### src/rtl/dbr_consts.svh
// timing counts for the dma bus request arbiter
`ifndef DBR_CONSTS_SVH
`define DBR_CONSTS_SVH

// width of the grant latency counter
`define DBR_CNT_W 5
// least request-to-grant latency, clock cycles
`define DBR_GRANT_MIN_CYC 5'h03
// longest request-to-grant latency, clock cycles
`define DBR_GRANT_MAX_CYC 5'h14
// counter reset value
`define DBR_CNT_RST 5'h00

`endif

### src/rtl/dbr_pkg.sv
// types for the dma bus request arbiter
package dbr_pkg;

  typedef logic [15:0] dbr_word_t;
  typedef logic [3:0] dbr_status_t;

  typedef enum logic [3:0] {
    dbr_st_own     = 4'h1,
    dbr_st_drain   = 4'h2,
    dbr_st_granted = 4'h4,
    dbr_st_return  = 4'h8
  } dbr_state_t;

endpackage : dbr_pkg

### src/rtl/dbr_bus_arbiter.sv
// processor-side bus request arbiter with bus float and return
// Behaviour
// processor owns bus by default, always retakes
// processor never requests; only grants, then waits
// requester pulls shared request line low
// requester checks line; if low, retries later
// requester may request when line high
// grant output low means bus given up
// grant chain in fed from higher chain out
// grant ripples to highest-priority requester
// requester waits for grant, holding request low
// requester releases line, then passes grant down
// losing requesters hold requests, served in turn
// no retake while request line stays low
// all bus outputs floated while granted away
// owning requester drives all bus signals
// grant within 3 to 20 cycles of request
// grant high within 1-2 cycles of release
// idle requester passes grant; requester blocks it
// request line only pulled low or left floating
`timescale 1ns/10ps
`include "dbr_consts.svh"

module dbr_bus_arbiter #(
  parameter int CNT_W = `DBR_CNT_W
) (
  input wire logic clk,
  input wire logic sys_rst,
  input wire logic bus_request_line_n,
  input wire logic core_idle,
  input wire dbr_pkg::dbr_word_t core_addr_data,
  input wire dbr_pkg::dbr_status_t core_status,
  input wire logic core_address_strobe_n,
  input wire logic core_data_strobe_n,
  input wire logic core_read_write,
  input wire logic core_byte_word,
  input wire logic core_normal_system,
  input wire logic core_memory_request_n,
  output logic bus_grant_out_n,
  output logic core_hold,
  output dbr_pkg::dbr_word_t addr_data_bus,
  output dbr_pkg::dbr_status_t status_code_lines,
  output logic address_strobe_n,
  output logic data_strobe_n,
  output logic read_write,
  output logic byte_word,
  output logic normal_system,
  output logic memory_request_strobe,
  output logic bus_oe
);
  import dbr_pkg::*;

  // ----------------------------------------------------------------
  // state and counter
  // ----------------------------------------------------------------
  dbr_state_t state_ff;
  dbr_state_t nxt_state;
  logic [CNT_W-1:0] lat_cnt;

  logic grant_n_ff;
  logic nxt_grant_n;
  logic hold_ff;
  logic nxt_hold;
  logic oe_ff;
  logic nxt_oe;

  dbr_word_t ad_ff;
  dbr_status_t st_ff;
  logic [5:0] ctl_ff;

  // the line is wired-or with a pull-up; this end only listens
  wire req_seen = !bus_request_line_n;
  wire in_own = (state_ff == dbr_st_own);
  wire in_drain = (state_ff == dbr_st_drain);
  wire in_granted = (state_ff == dbr_st_granted);
  wire in_return = (state_ff == dbr_st_return);

  wire min_met = lat_cnt >= CNT_W'(`DBR_GRANT_MIN_CYC - 5'h01);
  wire max_hit = lat_cnt >= CNT_W'(`DBR_GRANT_MAX_CYC - 5'h01);
  // give up the bus once the core is between cycles, or forced at the
  // ceiling; the core must reach idle by then or its cycle is cut
  wire grant_now = req_seen && ((core_idle && min_met) || max_hit);

  dbr_latency_counter #(
    .CNT_W(CNT_W)
  ) u_lat (
    .clk(clk),
    .sys_rst(sys_rst),
    .clear(!in_drain),
    .count_en(in_drain),
    .count(lat_cnt)
  );

  // ----------------------------------------------------------------
  // sequencing
  // ----------------------------------------------------------------
  always_comb begin
    nxt_state = state_ff;
    unique case (state_ff)
      // bus is only ever handed out, never fetched for the core
      dbr_st_own: begin
        if (req_seen) nxt_state = dbr_st_drain;
      end
      dbr_st_drain: begin
        // a withdrawn request leaves the core in charge
        if (!req_seen) nxt_state = dbr_st_own;
        else if (grant_now) nxt_state = dbr_st_granted;
      end
      dbr_st_granted: begin
        // stay away while any requester still pulls the line
        if (!req_seen) nxt_state = dbr_st_return;
      end
      dbr_st_return: begin
        // a waiting requester picks up the grant in turn
        if (req_seen) nxt_state = dbr_st_granted;
        else nxt_state = dbr_st_own;
      end
    endcase
  end

  // grant low heads the chain and floats every bus output
  assign nxt_grant_n = !(nxt_state == dbr_st_granted ||
                         nxt_state == dbr_st_return);
  // grant back high two cycles after release seen, bus retaken
  // core keeps the bus through the drain so its cycle can finish
  assign nxt_oe = nxt_grant_n;
  assign nxt_hold = (nxt_state != dbr_st_own);

  always_ff @(posedge clk or posedge sys_rst) begin
    if (sys_rst) begin
      state_ff <= dbr_st_own;
      grant_n_ff <= 1'b1;
      hold_ff <= 1'b0;
      oe_ff <= 1'b1;
    end else begin
      state_ff <= nxt_state;
      grant_n_ff <= nxt_grant_n;
      hold_ff <= nxt_hold;
      oe_ff <= nxt_oe;
    end
  end

  // ----------------------------------------------------------------
  // bus output registers
  // ----------------------------------------------------------------
  // values keep tracking the core; only the enable decides the float
  always_ff @(posedge clk or posedge sys_rst) begin
    if (sys_rst) begin
      ad_ff <= 16'h0000;
      st_ff <= 4'h0;
      ctl_ff <= 6'h2f;
    end else begin
      ad_ff <= core_addr_data;
      st_ff <= core_status;
      ctl_ff <= {core_address_strobe_n, core_data_strobe_n,
                 core_read_write, core_byte_word,
                 core_normal_system, core_memory_request_n};
    end
  end

  assign bus_grant_out_n = grant_n_ff;
  assign core_hold = hold_ff;
  assign bus_oe = oe_ff;
  assign addr_data_bus = ad_ff;
  assign status_code_lines = st_ff;
  assign address_strobe_n = ctl_ff[5];
  assign data_strobe_n = ctl_ff[4];
  assign read_write = ctl_ff[3];
  assign byte_word = ctl_ff[2];
  assign normal_system = ctl_ff[1];
  assign memory_request_strobe = ctl_ff[0];
endmodule : dbr_bus_arbiter

### src/rtl/dbr_latency_counter.sv
// saturating cycle counter for the grant latency window
`timescale 1ns/10ps
`include "dbr_consts.svh"

module dbr_latency_counter #(
  parameter int CNT_W = `DBR_CNT_W
) (
  input wire logic clk,
  input wire logic sys_rst,
  input wire logic clear,
  input wire logic count_en,
  output logic [CNT_W-1:0] count
);

  logic [CNT_W-1:0] count_ff;
  logic [CNT_W-1:0] nxt_count;
  wire at_top = &count_ff;

  // saturate so a stalled drain can never wrap back to a short count
  assign nxt_count = clear ? '0 :
                     (count_en && !at_top) ? count_ff + 1'b1 : count_ff;
  assign count = count_ff;

  always_ff @(posedge clk or posedge sys_rst) begin
    if (sys_rst) count_ff <= CNT_W'(`DBR_CNT_RST);
    else count_ff <= nxt_count;
  end

endmodule : dbr_latency_counter

### config.mk
export PLATFORM = sky130hd
export DESIGN_NAME = dbr_bus_arbiter
export DESIGN_NICKNAME = d
export VERILOG_FILES = /design/src/rtl/dbr_pkg.sv /design/src/rtl/dbr_bus_arbiter.sv /design/src/rtl/dbr_latency_counter.sv
export VERILOG_INCLUDE_DIRS = /design/src /design/src/rtl
export SDC_FILE = /design/constraint.sdc
export NUM_CORES = 1
export LEC_CHECK = 0
export BUFFER_PORTS_ARGS = -buffer_cell sky130_fd_sc_hd__buf_2
export CAP_MARGIN = 20
export CORE_UTILIZATION = 45
export DETAILED_ROUTE_END_ITERATION = 6
export GPL_ROUTABILITY_DRIVEN = 0
export GPL_TIMING_DRIVEN = 1
export HOLD_SLACK_MARGIN = 0.15
export PLACE_DENSITY_LB_ADDON = 0.15
export SLEW_MARGIN = 20
export SYNTH_ARGS = -nofsm -noshare
export SYNTH_HDL_FRONTEND = slang
export SYNTH_SLANG_ARGS = --single-unit
### constraint.sdc
create_clock -name clk -period 2 [get_ports clk]
set_input_delay 0.2 -clock clk [delete_from_list [all_inputs] [get_ports clk]]
set_output_delay 0.2 -clock clk [all_outputs]
set_load 0.02 [all_outputs]
==> results.yml, run 1 <==
route:
  drt_pass1_iterations: 4
  remaining_drc_errors: 0
  antenna_left: 0
  drt-wirelength-per-cell_um: 12.9
  wl_mm: 2.82
  viasPerCell: 4.95
  vias: 1079
  first_iter_violations: 25
worst_setup_path:
  critPathLaunchType: "flop"
  r2r.worst_path.cells: 6
  crit_arrival_ns: 1.91
  crit_required_ns: 2.23
  startpoint: "u_lat.count[0]$_DFFE_PP0P_"
  reg2reg_slack_ns: 0.33
  reg2reg_from: "u_lat.count[0]$_DFFE_PP0P_"
  cpLargestDelayFamily: "adder cells"
  cp-end-kind: "flop"
  crit_top_cell: "ha_1"
  path_buf_inv: 0
  path_cells: "ha_1 -> and3_1 -> ha_1 -> nand4b_1 -> xor2_1 -> nor2_1"
  worst-path-max-fanout: 6
  cp_slowest_cell: "dfrtp_1"
  reg2reg_to: "u_lat.count[3]$_DFFE_PP0P_"
  criticalPathCategory: "reg2reg"
  max_stage_delay_ns: 0.44
logic_synthesis:
  synth.yosys.seq_area_share_pct: 72.0
  syn_inst: 97
  synth_cell_types: 29
  yosys_warnings: 0
  netlist_area_um2: 1300
  syn_avg_cell_area_um2: 13.4
  syn_nets: 130
  synth-seq-cells: 37
layout:
  multi_input_area_um2: 319
  insertedDiodeCount: 0
  stdcell_count: 218
  final-seq-area_um2: 935
  num-nets-final: 219
  layout.cells.most_common: "buf_2"
  drive_above_1_share_pct: 40.6
  fillers: 184
  layout_common_cells: "buf_2, dfrtp_1, dlygate4sd3_1, o21ai_0, nor2_1"
  synthToLayoutAreaGrowth_pct: 53.8
cts:
  cts_buffers: 5
  cts_sinks: 37
  clockBufferDepth: 2
  insertion_delay_ns: 0.34
  cts_tree: "done"
  clk_pin_slew_ns: 0.12
  cts_setup_buffers: 0
  ctsHtreeMaxLevel: 2
  cts-root-buf: "clkbuf_4"
floorplan:
  die_h_um: 55.7
  dieArea_um2: 3100
  initial_core_util_pct: 47.5
  boundaryPins: 59
  rows: 19
  die_w_um: 55.7
  core_area_um2: 2730
timing:
  worst_pin_slew_ns: 0.440
  finalHoldViolCount: 0
  slew_headroom_pct: 70.7
  drv_slew: 0
  skew_ns: 0.0138
  tns_ns: 0
  setup_viol: 0
  max_freq_ghz: 0.598
  fin_crit_sh_pct: 83.6
  period_needed_ns: 1.67
  rsz0062_at_grt: "no"
global_route:
  grt_usage_pct: 19.7
  antenna_found_initial: 0
  grt_max_degree: 38
  grt_pass1_vias: 1087
  grt_overflow: 0
  grt_first_pass_wirelength_mm: 4.57
min_path:
  min_to: "bus_oe$_DFF_PP1_"
  worstHoldPathCells: 4
  hold_class: "in2reg"
  hp-start: "core_idle"
place:
  dp_cells: 182
  io_buffers: 58
  post-dp-hpwl_mm: 1.69
power_and_ir_drop:
  total_power_mw: 1.96
  powerDensity_nw_per_um2: 984
  vdd_drop_max_v: 0.00105
  leakage_nw: 0.988
run:
  maxCapViolCount: 0
status:
  status: "finished, final reports clean"
## Yosys cell counts (all sizes together)
cell type,instances,area [um2]
dfrtp,30,751
o21ai,9,45.0
nor2,8,30.0
dfstp,7,184
inv,5,18.8
nand2,5,18.8
a21oi,3,15.0
clkbuf,3,12.5
ha,3,37.5
or4,3,22.5
a211o,2,17.5
buf,2,12.5
mux2i,2,20.0
nand3,2,10.0
xnor2,2,17.5
xor2,2,17.5
a21boi,1,7.51
a221oi,1,8.76
a22oi,1,7.51
and2,1,6.26
and3,1,6.26
nand4b,1,8.76
nor2b,1,6.26
o2111ai,1,8.76
or3,1,7.51
## state kept, by name, summed over array words and instances, names as in the netlist
name	count
addr_data_bus	16
ctl_ff	6
u_lat.count	5
state_ff	4
status_code_lines	4
bus_oe	1
core_hold	1
## how the worst max path moves through the flow
stage | endpoint | slack, ns | cells after the start
floorplan | u_lat.count[3]$_DFFE_PP0P_ | 0.48 | 6
global placement | state_ff[1]$_DFF_PP0_ | 0.42 | 4
detailed placement | u_lat.count[3]$_DFFE_PP0P_ | 0.35 | 6
CTS | u_lat.count[3]$_DFFE_PP0P_ | 0.34 | 6
global route | state_ff[1]$_DFF_PP0_ | 0.22 | 4
finish | u_lat.count[3]$_DFFE_PP0P_ | 0.33 | 6
## worst min-delay path: cells and delay by family
| kind | cells | cell delay [ns] |
|---|---|---|
| AOI/OAI and AO/OA | 3 | 0.29 |
| buffers and inverters | 1 | 0.08 |
## power by group
part	internal (mW)	switching (mW)	leakage (nW)
Combinational	0.182	0.231	0.496
Sequential	0.836	0.0722	0.437
Clock	0.394	0.249	0.0558
## logic make-up after synthesis
| kind of cell | Yosys count | synth area share [%] |
|---|---|---|
| xor+xnor | 4 | 2.70 |
| fa+ha+maj | 3 | 2.89 |
| simple gates | 23 | 8.97 |
| mux | 2 | 1.54 |
| buf+inv | 10 | 3.37 |
| flops | 37 | 72.0 |
| compound gates | 18 | 8.49 |
## stage by stage
stage               util, %  worst slack [ns]  cell area, um2  hold WS [ns]
floorplan                 -             0.477            1300         0.204
global placement       58.9             0.421            1610         0.305
detailed placement     58.9             0.348            1610         0.307
CTS                    73.0             0.343            2000         0.236
global route           73.0             0.224            2000         0.287
finish                 73.0             0.328            2000         0.249
## per-layer routing
metal | track usage [%] | up-vias | wire length (um) | share of wire [%]
met1 | 21.3 | 515 | 1070 | 38
met5 | 0 | - | 0 | 0
met2 | 34.1 | 49 | 1450 | 52
met4 | 12.5 | 0 | 94 | 3.3
met3 | 5.35 | 13 | 199 | 7.1
li1 | - | 502 | - | -
## final cells by class
class,count,area share (%)
Sequential cell,37,46.8
Timing Repair Buffer,87,29.0
Multi-Input combinational cell,50,16.0
Clock inverter,3,3.45
Tap cell,31,1.94
Clock buffer,5,1.88
Inverter,5,0.940
## timing repair
| item | 4_1_cts | 5_1_grt |
|---|---|---|
| hold buffers | 28 | 0 |
| gates resized for setup | 0 | 0 |
| hold endpoints to repair | 58 | 0 |
Power figures use the tool's default switching activity.
==> run 2: changes to the inputs <==
- clock period: 2 -> 1.7 ns (I/O delays scaled with it)
==> run 2 against run 1 <==
Effect of this change: critical path depth unchanged; largest power group unchanged; total power increased by 2.3%; highest routed layer unchanged; maximum frequency increased by 4.7%; core utilization decreased by 1.3 points; die area unchanged.
==> results.yml, run 2 (synthesized netlist as in run 1, its figures left out) <==
route:
  remaining_drc_errors: 0
  drt_pass1_iterations: 4
  wl_mm: 3.05
  antenna_left: 0
  drt-wirelength-per-cell_um: 13.9
  vias: 1053
  first_iter_violations: 38
  viasPerCell: 4.79
cts:
  cts_buffers: 5
  clk_pin_slew_ns: 0.12
  clockBufferDepth: 2
  insertion_delay_ns: 0.34
  cts_tree: "done"
  cts_sinks: 37
  ctsHtreeMaxLevel: 2
  cts-root-buf: "clkbuf_4"
timing:
  drv_slew: 0
  setup_slack_ns: 0.103
  worst_pin_slew_ns: 0.448
  skew_ns: 0.0119
  whs_ns: 0.199
  max_freq_ghz: 0.626
  period_needed_ns: 1.60
  tns_ns: 0
  finalHoldViolCount: 0
  setup_viol: 0
  rsz0062_at_grt: "no"
  slew_headroom_pct: 70.1
  fin_crit_sh_pct: 93.9
global_route:
  grt_pass1_vias: 1077
  grt_first_pass_wirelength_mm: 4.95
  grt_max_degree: 38
  grt_overflow: 0
  grt_usage_pct: 21.6
  antenna_found_initial: 0
worst_setup_path:
  critPathLaunchType: "flop"
  worst-path-max-fanout: 5
  criticalPathCategory: "reg2reg"
  crit_arrival_ns: 1.88
  crit_required_ns: 1.98
  cp-end-kind: "flop"
place:
  dp_cells: 184
  post-dp-hpwl_mm: 1.73
  io_buffers: 58
  place_area_um2: 1620
  dp_slack_ns: 0.110
floorplan:
  dieArea_um2: 3100
  core_area_um2: 2730
  initial_core_util_pct: 47.5
  die_w_um: 55.7
  boundaryPins: 59
  die_h_um: 55.7
  rows: 19
power_and_ir_drop:
  leakage_nw: 0.975
  vdd_drop_max_v: 0.00101
  pwr-share-seq_pct: 53.2
  switching_share_pct: 31.7
  p_sw_mw: 0.638
  pwr-share-comb_pct: 25.1
  total_power_mw: 2.01
  p_clk_share_pct: 21.7
  internal_power_mw: 1.37
  powerDensity_nw_per_um2: 1030
layout:
  stdcell_count: 220
  insertedDiodeCount: 0
  layout_common_cells: "buf_2, dfrtp_1, dlygate4sd3_1, o21ai_0, nor2_1"
  drive_above_1_share_pct: 41.3
  num-nets-final: 221
  fin_util_pct: 71.7
  synthToLayoutAreaGrowth_pct: 51.0
  largest_reg_flops: 16
  fin_area_um2: 1960
  layout.cells.most_common: "buf_2"
run:
  maxCapViolCount: 0
status:
  status: "finished, final reports clean"
min_path:
  hold_class: "in2reg"
[run 2: layout make-up]
cell class	count	area, um2
well taps	31	38.8
clock inverters	2	10.0
inverters	5	18.8
flip-flops and latches	37	935
repair buffers	89	593
clock buffers	6	41.3
multi-input cells	50	323
fillers	194	774
[run 2: worst paths after layout]
kind	cells past startpoint	start	slack, ns	endpoint
worst max-delay path	6	u_lat.count[0]$_DFFE_PP0P_	0.10	u_lat.count[3]$_DFFE_PP0P_
worst min-delay path	4	core_idle	0.20	state_ff[1]$_DFF_PP0_
worst max register to register	6	u_lat.count[0]$_DFFE_PP0P_	0.10	u_lat.count[3]$_DFFE_PP0P_
worst min register to register	2	u_lat.count[4]$_DFFE_PP0P_	0.61	u_lat.count[4]$_DFFE_PP0P_
max in group asynchronous	4	sys_rst	0.86	ctl_ff[0]$_DFF_PP1_
min in group asynchronous	4	sys_rst	0.49	status_code_lines[2]$_DFF_PP0_
[run 2: repair_timing]
item | in CTS | in global routing
setup buffers | 0 | 0
hold buffers | 28 | 0
hold endpoints to repair | 60 | 0
setup endpoints to repair | 0 | 2
gates resized for setup | 0 | 1
[run 2: metal layers]
metal / part of all wire (%) / wire, um / global-route usage (%)
met1: 40 / 1210 / 25.2
met2: 51 / 1550 / 36.7
met3: 6.8 / 206 / 5.12
met4: 2.8 / 86 / 12.1
met5: 0 / 0 / 0
[run 2: worst max-delay path, cell delays in order (launching register included)]
cell      delay [ns]
dfrtp_1         0.44
ha_1            0.24
and3_1          0.19
ha_1            0.21
nand4b_1        0.22
xor2_1          0.17
nor2_1          0.09
[run 2: power groups by stage]
stage	registers, mW	clock network [mW]	logic [mW]
finish	1.07	0.435	0.505
floorplan	1.12	0	0.262
global placement	1.08	0	0.432
global route	1.09	0.488	0.564
detailed placement	1.08	0	0.440
CTS	1.07	0.455	0.495
==> run 3: changes to the inputs <==
- CORE_UTILIZATION: 45 -> 48
- clock period: 1.7 -> 2 ns (I/O delays scaled with it)
==> run 3 against run 2 <==
Effect of this change: highest routed layer unchanged; critical path depth unchanged; combinational power shrank 19%; global-route usage is 2.5 points higher; largest cell class unchanged; critical endpoint unchanged; register-to-register slack improved by 0.27 ns; largest power group unchanged.
==> results.yml, run 3 (synthesized netlist as in run 1, its figures left out) <==
status:
  status: "finished, final reports clean"
global_route:
  grtUsageMet2_pct: 40.7
  grt_max_degree: 38
  grtUsageMet3_pct: 7.63
  grt_pass1_vias: 1020
  grt_overflow: 0
  antenna_found_initial: 0
  grt_usage_pct: 24.1
  met1_usage_pct: 25.0
  top_usage_layer: "met2"
  grt_first_pass_wirelength_mm: 4.56
floorplan:
  dieArea_um2: 2910
  initial_core_util_pct: 51.4
  die_w_um: 54.0
  core_area_um2: 2520
  die_h_um: 54.0
  rows: 18
  boundaryPins: 59
worst_setup_path:
  criticalPathCategory: "reg2reg"
  crit_arrival_ns: 1.86
  critPathLaunchType: "flop"
  cp-end-kind: "flop"
  crit_required_ns: 2.23
  worst-path-max-fanout: 6
cts:
  clk_pin_slew_ns: 0.10
  postCtsHoldBufs: 28
  cts_sinks: 37
  cts.repair.resized: 0
  insertion_delay_ns: 0.34
  clockBufferDepth: 2
  cts_buffers: 5
  cts_tree: "done"
  ctsHtreeMaxLevel: 2
  cts_setup_buffers: 0
  cts-root-buf: "clkbuf_4"
place:
  post-dp-hpwl_mm: 1.72
  io_buffers: 58
  place_area_um2: 1610
min_path:
  hold_class: "in2reg"
timing:
  worst_pin_slew_ns: 0.442
  max_freq_ghz: 0.614
  slew_headroom_pct: 70.5
  skew_ns: 0.00603
  period_needed_ns: 1.63
  tns_ns: 0
  finalHoldViolCount: 0
  drv_slew: 0
  fin_crit_sh_pct: 81.4
  rsz0062_at_grt: "no"
  setup_viol: 0
layout:
  largest_reg_flops: 16
  fin_area_um2: 1950
  synthToLayoutAreaGrowth_pct: 50.0
  num-nets-final: 219
  layout.cells.most_common: "buf_2"
  drive_above_1_share_pct: 39.6
  fillers: 160
  layout_common_cells: "buf_2, dfrtp_1, dlygate4sd3_1, o21ai_0, nor2_1"
  insertedDiodeCount: 0
route:
  first_iter_violations: 11
  drt_pass1_iterations: 4
  remaining_drc_errors: 0
  viasPerCell: 4.93
  drt-wirelength-per-cell_um: 13.7
  vias: 1069
  antenna_left: 0
  wl_mm: 2.98
power_and_ir_drop:
  leakage_nw: 0.965
  vdd_drop_max_v: 0.000721
  powerDensity_nw_per_um2: 884
run:
  maxCapViolCount: 0
-- run 3: changes by cell type in the layout (fill, tap and decap cells not counted), sizes merged --
cell | previous run | this run
buf | 61 | 59
clkbuf | 6 | 8
clkinv | 2 | 0
-- run 3: critical path: stages, from the launching register on --
cell	delay (ns)
dfrtp_1	0.44
ha_1	0.23
and3_1	0.18
ha_1	0.26
nand4b_1	0.22
xor2_1	0.14
nor2_1	0.05
-- run 3: path summary, 6_finish.rpt --
path                                            start                         end  slack, ns  cells past startpoint
setup / recovery           u_lat.count[0]$_DFFE_PP0P_  u_lat.count[3]$_DFFE_PP0P_       0.37                      6
hold / removal                              core_idle            bus_oe$_DFF_PP1_       0.25                      4
setup reg to reg           u_lat.count[0]$_DFFE_PP0P_  u_lat.count[3]$_DFFE_PP0P_       0.37                      6
hold reg to reg            u_lat.count[4]$_DFFE_PP0P_  u_lat.count[4]$_DFFE_PP0P_       0.59                      2
max in group asynchronous                     sys_rst         ctl_ff[5]$_DFF_PP1_       1.15                      4
min in group asynchronous                     sys_rst  addr_data_bus[4]$_DFF_PP0_       0.51                      4
-- run 3: report_power, final --
part / total [mW] / switching [mW] / internal (mW) / leakage, nW
Sequential: 0.910 / 0.0739 / 0.836 / 0.437
Clock: 0.400 / 0.227 / 0.173 / 0.0326
Combinational: 0.411 / 0.230 / 0.181 / 0.496
-- run 3: final cells by class --
cell class | instances | area (um2) | share of cell area (%)
clock buffers | 8 | 58.8 | 3.02
inverters | 5 | 18.8 | 0.964
flip-flops and latches | 37 | 935 | 48.0
repair buffers | 87 | 578 | 29.7
multi-input cells | 50 | 319 | 16.4
well taps | 30 | 37.5 | 1.93
-- run 3: metrics by stage --
step	util (%)	hold WS [ns]	setup slack (ns)	power, mW	instances
6_report	77.2	0.250	0.371	1.72	217
5_1_grt	77.2	0.257	0.247	1.83	217
4_1_cts	77.2	0.225	0.354	1.73	217
3_5_place_dp	63.7	0.306	0.365	1.29	181
3_3_place_gp	63.7	0.305	0.428	1.27	181
2_1_floorplan	-	0.204	0.477	1.18	97
-- run 3: routing by layer --
| metal | up-vias | share of wire, % |
|---|---|---|
| met1 | 506 | 39 |
| met5 | - | 0 |
| met3 | 13 | 7.3 |
| met2 | 48 | 50 |
| met4 | 0 | 4.5 |
| li1 | 502 | - |
